===== src/hw/ccs_pkg.sv =====
// constants, state encoding and register image of the charge cycle sequencer
package ccs_pkg;
  // system clock rate and timer base
  localparam int CLK_HZ = 100_000_000;
  localparam int TICK_US = 1000; // prescaler tick period in us
  localparam int TICK_CYC = CLK_HZ / 1_000_000 * TICK_US;
  // precondition timer, minutes, and its length in ticks
  localparam int PRE_TIMER_MIN = 32;
  localparam int PRE_TICKS = PRE_TIMER_MIN * 60 * 1000;
  // elapsed safety timer, hours, and its length in ticks
  localparam int SAFE_TIMER_HR = 4;
  localparam int SAFE_TICKS = SAFE_TIMER_HR * 3600 * 1000;
  // status flash period in ms, half of it per phase
  localparam int FLASH_MS = 1600;
  localparam int FLASH_HALF = FLASH_MS / 2;
  // comparator flag positions in the synchroniser vector
  localparam int F_UNDERVOLTAGE_LOCKOUT = 0;
  localparam int F_MARGIN = 1;
  localparam int F_PD = 2;
  localparam int F_OVP = 3;
  localparam int F_EN = 4;
  localparam int F_HIZ = 5;
  localparam int F_RECHG = 6;
  localparam int F_OVCHG = 7;
  localparam int F_PRE = 8;
  localparam int F_REG = 9;
  localparam int F_TERM = 10;
  localparam int NFLAG = 11;
  // apb register byte offsets
  localparam int ADDR_W = 12;
  localparam logic [11:0] OFF_CTRL = 12'h000;
  localparam logic [11:0] OFF_STAT = 12'h004;
  localparam logic [11:0] OFF_TIMER = 12'h008;
  localparam logic [11:0] OFF_FLAGS = 12'h00C;
  // control register: bit 0 inhibits new charge and suspends a charge in progress
  localparam int CTRL_INH_BIT = 0;
  localparam logic [31:0] CTRL_RST = 32'h0000_0000;
  // status register fields
  localparam int STAT_ST_LSB = 0;
  localparam int STAT_SINK_BIT = 4;
  localparam int STAT_SAFE_BIT = 5;
  // charge cycle states
  typedef enum logic [2:0] {
    ST_SHUTDOWN, ST_STANDBY, ST_PRECOND, ST_FAST, ST_CV, ST_DONE, ST_FAULT
  } ccs_state_e;
  // whole register image of the sequencer
  typedef struct packed {
    logic [NFLAG-1:0] sync1;
    logic [NFLAG-1:0] sync2;
    ccs_state_e st;
    logic [31:0] presc;
    logic [31:0] ms_cnt;
    logic [31:0] flash_cnt;
    logic flash;
    logic sink;
    logic chg_on;
    logic chg_low;
    logic inhibit;
    logic safe_fault;
    logic [31:0] prdata;
    logic slverr;
  } ccs_reg_s;
endpackage


===== src/hw/ccs_charge_cycle_sequencer.sv =====
// charge cycle sequencer: state flow, timers, status pin, apb registers
//
// Function
// (RQ1) stay shut down while below lockout
// (RQ2) leave shutdown only with 150 mV margin
// (RQ3) margin loss forces shutdown from anywhere
// (RQ4) overvoltage forces shutdown, hysteresis releases
// (RQ5) operate only between both lockout thresholds
// (RQ6) power-down within 50 mV forces shutdown
// (RQ7) start needs power-down clear and enable
// (RQ8) high impedance program pin holds standby
// (RQ9) start charge below recharge threshold
// (RQ10) above regulation plus hysteresis suspends charge
// (RQ11) low battery precondition at ten percent
// (RQ12) above precondition threshold go fast charge
// (RQ13) precondition option fixed by build parameter
// (RQ14) precondition timeout faults and holds fault
// (RQ15) battery removal leaves fault into standby
// (RQ16) full current until regulation voltage reached
// (RQ17) safety timer cleared on fast entry
// (RQ18) status pin open drain, sink or float
// (RQ19) status sinks while charging, flashes on fault
// (RQ20) safety timeout in fast charge faults
// (RQ21) two-flop flag sync, prescaled timers
`timescale 1ns/1ps
module ccs_charge_cycle_sequencer #(
  parameter logic [31:0] TICK_CYCLES = 32'(ccs_pkg::TICK_CYC),
  parameter logic [31:0] PRE_TIMEOUT = 32'(ccs_pkg::PRE_TICKS),
  parameter logic [31:0] SAFE_TIMEOUT = 32'(ccs_pkg::SAFE_TICKS),
  parameter logic [31:0] FLASH_TICKS = 32'(ccs_pkg::FLASH_HALF),
  parameter bit PRECOND_EN = 1'b1,
  parameter bit PRE_TIMER_EN = 1'b1,
  parameter bit SAFE_TIMER_EN = 1'b1,
  parameter bit AUTO_RECHARGE = 1'b1,
  parameter bit FLASH_TYPE = 1'b0
) (
  input wire logic CORE_CLK_I,
  input wire logic SRST_I,
  input wire logic UNDERVOLTAGE_LOCKOUT_OK_I,
  input wire logic VDD_MARGIN_OK_I,
  input wire logic POWER_DOWN_OK_I,
  input wire logic INPUT_OVERVOLTAGE_GUARD_I,
  input wire logic CHARGE_ENABLE_HIGH_I,
  input wire logic CURRENT_SET_ENABLE_PIN_HIZ_I,
  input wire logic BAT_BELOW_RECHARGE_THRESHOLD_I,
  input wire logic BAT_ABOVE_REGULATION_HYS_I,
  input wire logic BAT_BELOW_PRECOND_I,
  input wire logic BAT_AT_REGULATION_VOLTAGE_I,
  input wire logic TERM_CURRENT_I,
  input wire logic PSEL_I,
  input wire logic PENABLE_I,
  input wire logic PWRITE_I,
  input wire logic [ccs_pkg::ADDR_W-1:0] PADDR_I,
  input wire logic [31:0] PWDATA_I,
  input wire logic [3:0] PSTRB_I,
  output logic [31:0] PRDATA_O,
  output logic PREADY_O,
  output logic PSLVERR_O,
  output logic STAT_O,
  output logic STAT_OE_N_O,
  output logic CHG_ON_O,
  output logic CHG_LOW_CURRENT_O
);
  import ccs_pkg::*;

  // registered image and its next value
  ccs_reg_s cur;
  ccs_reg_s next_cur;
  // raw comparator flags gathered
  logic [NFLAG-1:0] raw;
  // synchronised flags, read from second stage only
  logic s_undervoltage_lockout;
  logic s_margin;
  logic s_pd;
  logic s_ovp;
  logic s_en;
  logic s_hiz;
  logic s_rechg;
  logic s_ovchg;
  logic s_pre;
  logic s_reg;
  logic s_term;
  // derived qualifiers
  logic supply_ok;
  logic tick;
  logic go_standby;
  // states that draw charge current
  function automatic logic is_charging(input ccs_state_e s);
    is_charging = (s == ST_PRECOND) || (s == ST_FAST) || (s == ST_CV);
  endfunction
  // first state of a new charge cycle
  function automatic ccs_state_e start_state(input logic low_bat);
    if (PRECOND_EN && low_bat) // RQ13
    begin
      start_state = ST_PRECOND; // RQ11
    end
    else
    begin
      start_state = ST_FAST;
    end
  endfunction
  // flag vector for the synchroniser
  assign raw = {TERM_CURRENT_I, BAT_AT_REGULATION_VOLTAGE_I, BAT_BELOW_PRECOND_I,
                BAT_ABOVE_REGULATION_HYS_I, BAT_BELOW_RECHARGE_THRESHOLD_I,
                CURRENT_SET_ENABLE_PIN_HIZ_I, CHARGE_ENABLE_HIGH_I,
                INPUT_OVERVOLTAGE_GUARD_I, POWER_DOWN_OK_I, VDD_MARGIN_OK_I,
                UNDERVOLTAGE_LOCKOUT_OK_I};
  // second stage taps
  assign s_undervoltage_lockout = cur.sync2[F_UNDERVOLTAGE_LOCKOUT];
  assign s_margin = cur.sync2[F_MARGIN];
  assign s_pd = cur.sync2[F_PD];
  assign s_ovp = cur.sync2[F_OVP];
  assign s_en = cur.sync2[F_EN];
  assign s_hiz = cur.sync2[F_HIZ];
  assign s_rechg = cur.sync2[F_RECHG];
  assign s_ovchg = cur.sync2[F_OVCHG];
  assign s_pre = cur.sync2[F_PRE];
  assign s_reg = cur.sync2[F_REG];
  assign s_term = cur.sync2[F_TERM];
  // operating window: lockout, margin, power-down, overvoltage
  assign supply_ok = s_undervoltage_lockout && s_margin && s_pd && !s_ovp; // RQ5
  // charge refused or suspended
  assign go_standby = s_hiz || !s_en || cur.inhibit || s_ovchg;
  // prescaler wrap gives one tick per ms
  assign tick = (cur.presc == TICK_CYCLES - 32'h0000_0001); // RQ21
  // all next-state logic
  always_comb
  begin
    next_cur = cur;
    // two-flop synchroniser
    next_cur.sync1 = raw; // RQ21
    next_cur.sync2 = cur.sync1;
    // free running prescaler
    if (tick)
    begin
      next_cur.presc = 32'h0000_0000;
    end
    else
    begin
      next_cur.presc = cur.presc + 32'h0000_0001;
    end
    // state flow, supply checks first
    if (!supply_ok)
    begin
      next_cur.st = ST_SHUTDOWN; // RQ1 RQ3 RQ4 RQ6
    end
    else
    begin
      case (cur.st)
        // power just valid, margin already seen
        ST_SHUTDOWN:
        begin
          next_cur.st = ST_STANDBY; // RQ2
          next_cur.safe_fault = 1'b0;
        end
        // wait for enable and battery
        ST_STANDBY:
        begin
          if (!go_standby && s_rechg) // RQ7 RQ8 RQ9 RQ10
          begin
            next_cur.st = start_state(s_pre);
          end
        end
        // low current until threshold
        ST_PRECOND:
        begin
          if (go_standby)
          begin
            next_cur.st = ST_STANDBY; // RQ8 RQ10
          end
          else if (!s_pre)
          begin
            next_cur.st = ST_FAST; // RQ12
          end
          else if (PRE_TIMER_EN && cur.ms_cnt >= PRE_TIMEOUT)
          begin
            next_cur.st = ST_FAULT; // RQ14
            next_cur.safe_fault = 1'b0;
          end
        end
        // full programmed current
        ST_FAST:
        begin
          if (go_standby)
          begin
            next_cur.st = ST_STANDBY;
          end
          else if (s_reg)
          begin
            next_cur.st = ST_CV; // RQ16
          end
          else if (SAFE_TIMER_EN && cur.ms_cnt >= SAFE_TIMEOUT)
          begin
            next_cur.st = ST_FAULT; // RQ20
            next_cur.safe_fault = 1'b1;
          end
        end
        // voltage held, wait for taper or timer
        ST_CV:
        begin
          if (go_standby)
          begin
            next_cur.st = ST_STANDBY;
          end
          else if (s_term || (SAFE_TIMER_EN && cur.ms_cnt >= SAFE_TIMEOUT))
          begin
            next_cur.st = ST_DONE;
          end
        end
        // complete, optional recharge
        ST_DONE:
        begin
          if (go_standby)
          begin
            next_cur.st = ST_STANDBY;
          end
          else if (AUTO_RECHARGE && s_rechg)
          begin
            next_cur.st = ST_FAST;
          end
        end
        // held until battery removed or power cycles
        ST_FAULT:
        begin
          if (s_ovchg)
          begin
            next_cur.st = ST_STANDBY; // RQ15
          end
        end
        default:
        begin
          next_cur.st = ST_SHUTDOWN;
        end
      endcase
    end
    // state timer, restarts on entry, runs on through cv
    if (next_cur.st != cur.st && next_cur.st != ST_CV)
    begin
      next_cur.ms_cnt = 32'h0000_0000; // RQ17
    end
    else if (tick && cur.ms_cnt != 32'hFFFF_FFFF)
    begin
      next_cur.ms_cnt = cur.ms_cnt + 32'h0000_0001;
    end
    // fault flash phase
    if (cur.st != ST_FAULT)
    begin
      next_cur.flash_cnt = 32'h0000_0000;
      next_cur.flash = 1'b1;
    end
    else if (tick)
    begin
      if (cur.flash_cnt == FLASH_TICKS - 32'h0000_0001)
      begin
        next_cur.flash_cnt = 32'h0000_0000;
        next_cur.flash = !cur.flash; // RQ19
      end
      else
      begin
        next_cur.flash_cnt = cur.flash_cnt + 32'h0000_0001;
      end
    end
    // status sink and current commands follow the new state
    next_cur.sink = is_charging(next_cur.st) ||
                    (FLASH_TYPE && next_cur.st == ST_FAULT && next_cur.flash); // RQ19
    next_cur.chg_on = is_charging(next_cur.st);
    next_cur.chg_low = (next_cur.st == ST_PRECOND); // RQ11
    // apb setup phase latches read data and error
    if (PSEL_I && !PENABLE_I)
    begin
      next_cur.slverr = 1'b0;
      next_cur.prdata = 32'h0000_0000;
      case (PADDR_I)
        OFF_CTRL:
        begin
          next_cur.prdata[CTRL_INH_BIT] = cur.inhibit;
        end
        OFF_STAT:
        begin
          next_cur.prdata[STAT_ST_LSB +: 3] = cur.st;
          next_cur.prdata[STAT_SINK_BIT] = cur.sink;
          next_cur.prdata[STAT_SAFE_BIT] = cur.safe_fault;
        end
        OFF_TIMER:
        begin
          next_cur.prdata = cur.ms_cnt;
        end
        OFF_FLAGS:
        begin
          next_cur.prdata[NFLAG-1:0] = cur.sync2;
        end
        default:
        begin
          next_cur.slverr = 1'b1;
        end
      endcase
    end
    // apb access phase write to control
    if (PSEL_I && PENABLE_I && PWRITE_I && PADDR_I == OFF_CTRL && PSTRB_I[0])
    begin
      next_cur.inhibit = PWDATA_I[CTRL_INH_BIT];
    end
  end

  // single register stage, synchronous reset
  always_ff @(posedge CORE_CLK_I)
  begin
    if (SRST_I)
    begin
      cur <= '0;
    end
    else
    begin
      cur <= next_cur;
    end
  end

  // bus answers, zero wait states
  assign PRDATA_O = cur.prdata;
  assign PREADY_O = 1'b1;
  assign PSLVERR_O = cur.slverr;
  // open drain: data low, enable low while sinking
  assign STAT_O = 1'b0; // RQ18
  assign STAT_OE_N_O = !cur.sink; // RQ18
  // current commands to the analog loop
  assign CHG_ON_O = cur.chg_on;
  assign CHG_LOW_CURRENT_O = cur.chg_low;
endmodule


===== config.mk =====
export PLATFORM = sky130hd
export DESIGN_NAME = ccs_charge_cycle_sequencer
export DESIGN_NICKNAME = d
export VERILOG_FILES = /design/src/hw/ccs_pkg.sv /design/src/hw/ccs_charge_cycle_sequencer.sv
export SDC_FILE = /design/constraint.sdc
export NUM_CORES = 1
export LEC_CHECK = 0
export BUFFER_PORTS_ARGS = -buffer_cell sky130_fd_sc_hd__clkbuf_2
export CAP_MARGIN = 5
export CORE_ASPECT_RATIO = 0.5
export CORE_MARGIN = 2
export CORE_UTILIZATION = 54
export CTS_CLUSTER_SIZE = 28
export DETAILED_ROUTE_END_ITERATION = 10
export HOLD_SLACK_MARGIN = 0.02
export PLACE_DENSITY_LB_ADDON = 0.3
export SYNTH_ARGS = -nofsm -noshare
export SYNTH_HDL_FRONTEND = slang
export SYNTH_SLANG_ARGS = --single-unit

===== constraint.sdc =====
create_clock -name CORE_CLK_I -period 5.04 [get_ports CORE_CLK_I]
set_clock_uncertainty 0.2 [all_clocks]
set_input_delay 0.504 -clock CORE_CLK_I [delete_from_list [all_inputs] [get_ports CORE_CLK_I]]
set_output_delay 0.504 -clock CORE_CLK_I [all_outputs]
set_load 0.03 [all_outputs]

==> results.sh <==
export IMPL_track_usage=0.223
export IMPL_grt_max_degree=61
export IMPL_clock_sinks=126
export IMPL_tightest_slew_ps=1050
export IMPL_slew_violations=0
export IMPL_setup_viol=0
export IMPL_whs_path_depth=2
export IMPL_syn_to_final_growth_pct=12.6
export IMPL_routed_wl_um=12400
export IMPL_grt_pass1_wl_um=21400
export IMPL_cp_end_kind="flop"
export IMPL_portBuffers=65
export IMPL_rows=26
export IMPL_cap_violations=0
export IMPL_fin_crit_sh=0.739
export IMPL_cts_root_buf="clkbuf_16"
export IMPL_final_common_cell="dfxtp_1"
export IMPL_numCtsBuffers=17
export IMPL_fin_setup_tns_ps=0
export IMPL_syn_avg_cell_area_um2=8.79
export IMPL_cp_start_kind="flop"
export IMPL_ctsResizeCount=0
export IMPL_synth_edf_count=0
export IMPL_synth_nets=739
export IMPL_period_minus_slack_ps=3730
export IMPL_die_x_um=152
export IMPL_critPathKind="reg -> reg"
export IMPL_vias=4750
export IMPL_vias_per_cell=5.59
export IMPL_ys_seq_area_frac=0.427
export IMPL_slew_headroom=0.290
export IMPL_rsz0062_at_grt="false"
export IMPL_outcome="finished, final reports clean"
export IMPL_cellLeakagePower_nw=2.51
export IMPL_irDropWorstVdd_uv=211
export IMPL_ys_warn_count=0
export IMPL_post_cts_setup_buffers=0
export IMPL_drive_above_1_share=0.208
export IMPL_io_pins=102
export IMPL_crit_arrival_ps=3820
export IMPL_initial_core_util=0.568
export IMPL_holdPathEnd="cur[150]"
export IMPL_hpwl_um=8280
export IMPL_wl_per_cell_um=14.6
export IMPL_r2r_slack_ps=1310
export IMPL_clock_latency_ps=410
export IMPL_detail_route_antenna_nets=0
export IMPL_ys_seq_elements=126
export IMPL_synthFlopType="dfxtp_1"
export IMPL_reg2reg_to="cur[77]"
export IMPL_nets=764
export IMPL_drtIter0Drc=316
export IMPL_crit_fanout=21
export IMPL_cts_tree="done"
export IMPL_dieHeight_um=78.0
export IMPL_postSynth_asyncResetShare=0
export IMPL_syn_inst=672
export IMPL_holdBufCountCts=0
export IMPL_synth_cell_types=59
export IMPL_p_per_area_nw_per_um2=339
export IMPL_fillers=904
export IMPL_syn_area_um2=5910
export IMPL_timing_rr_start="cur[83]"
export IMPL_overflow=0
export IMPL_min_path_type="in -> reg"
export IMPL_hold_viol_final=0
export IMPL_final_cell_mix="dfxtp_1, nor2_1, clkbuf_2, xor2_1, nand3_1"
export IMPL_diodes=0
export IMPL_min_from="VDD_MARGIN_OK_I"
export IMPL_cts_htree_levels=4
export IMPL_r2r_cells=8
export IMPL_drcViolationCount=0
export IMPL_coreArea_um2=10400
export IMPL_place_congestion=0.887
export IMPL_drt_pre_antenna_iters=5
export IMPL_grt_pass1_vias=4480
export IMPL_path_clk_slew_ps=60
export IMPL_crit_required_ps=5140
export IMPL_fmax_mhz=268
export IMPL_clock_path_buffers=2
export IMPL_antenna_found_initial=0
export IMPL_fp_dieArea_um2=11800
export IMPL_fin_worst_hold_slack_ps=100
-- synthesized netlist by cell type, drive strengths merged (4+ instances only) --
| cell | n | area [um^2] |
|---|---|---|
| a21oi | 21 | 105 |
| a22oi | 27 | 203 |
| and2 | 8 | 50.1 |
| and3 | 13 | 81.3 |
| and4 | 8 | 70.1 |
| buf | 39 | 297 |
| clkbuf | 25 | 93.8 |
| dfxtp | 126 | 2520 |
| inv | 12 | 45.0 |
| mux2 | 8 | 90.1 |
| mux2i | 8 | 80.1 |
| nand2 | 27 | 101 |
| nand2b | 4 | 25.0 |
| nand3 | 32 | 160 |
| nand4 | 22 | 138 |
| nor2 | 119 | 522 |
| nor2b | 25 | 156 |
| nor3 | 20 | 100 |
| nor4 | 10 | 62.6 |
| o21ai | 9 | 45.0 |
| or3 | 6 | 37.5 |
| xnor2 | 17 | 149 |
| xor2 | 37 | 324 |
-- worst max-delay path by stage --
stage	start	end	slack (ps)	depth (start not counted)
after CTS	cur[83]	cur[73]	1320	8
after detailed placement	cur[83]	cur[71]	1360	8
after global routing	cur[83]	cur[80]	1090	8
after floorplan	cur[99]	cur[72]	2220	8
final	cur[83]	cur[77]	1310	8
after global placement	cur[83]	cur[75]	1410	8
-- registers in the layout (all words and copies together) (netlist names) --
name,count
CHG_ON_O,1
CHG_LOW_CURRENT_O,1
PSLVERR_O,1
PRDATA_O,32
cur,91
-- cell type report --
class,instances,area [um^2],share of cell area
sequential,126,2520,0.379
timing repair buffer,70,363,0.0546
multi-input combinational,470,2970,0.446
inverter,12,45.0,0.00677
tap,140,175,0.0263
clock inverter,11,116,0.0175
clock buffer,21,460,0.0692
-- power breakdown --
| part | internal (W) | leakage, nW | total (W) | switching [W] |
|---|---|---|---|---|
| Combinational | 0.0000230 | 1.21 | 0.0000630 | 0.0000400 |
| Sequential | 0.00101 | 1.02 | 0.00102 | 0.00000748 |
| Clock | 0.000749 | 0.279 | 0.00118 | 0.000429 |
| Total | 0.00178 | 2.51 | 0.00226 | 0.000477 |
-- cell families (layout without fill, tap and decap cells) --
family,count (synthesis),count (layout),synth area share
and+or+nand+nor,313,313,0.282
DFF,126,126,0.427
AOI/OAI and AO/OA,81,81,0.0968
buffers and inverters,76,114,0.0737
xor gates and xnor gates,54,54,0.0801
muxes,17,17,0.0326
adders and majority gates,3,3,0.00635
other,2,2,0.00127
-- worst max-delay path: stages, from the launching register on --
cell	delay (ps)
dfxtp_1	430
o2111ai_1	160
a2111oi_1	890
o2111a_2	430
a2111oi_2	90
and4b_1	330
a2bb2oi_4	630
buf_4	370
nor2_2	70
-- through the flow --
step	total power [W]	cell area (um^2)	util	cells	worst slack, ps
after global routing	0.00233	6650	0.639	850	1090
after global placement	0.00110	6070	0.583	818	1410
after floorplan	0.00108	5910	-	672	2220
after detailed placement	0.00110	6070	0.583	818	1360
after CTS	0.00227	6650	0.639	850	1320
final	0.00226	6650	0.639	850	1310
-- layer usage --
layer | vias up | track usage | share of wire
met5 | - | 0 | 0
met4 | 0 | 0.0925 | 0.017
met2 | 123 | 0.350 | 0.44
li1 | 2374 | - | -
met3 | 26 | 0.0575 | 0.051
met1 | 2227 | 0.295 | 0.49
No activity file was read; power rests on OpenSTA's default activity.
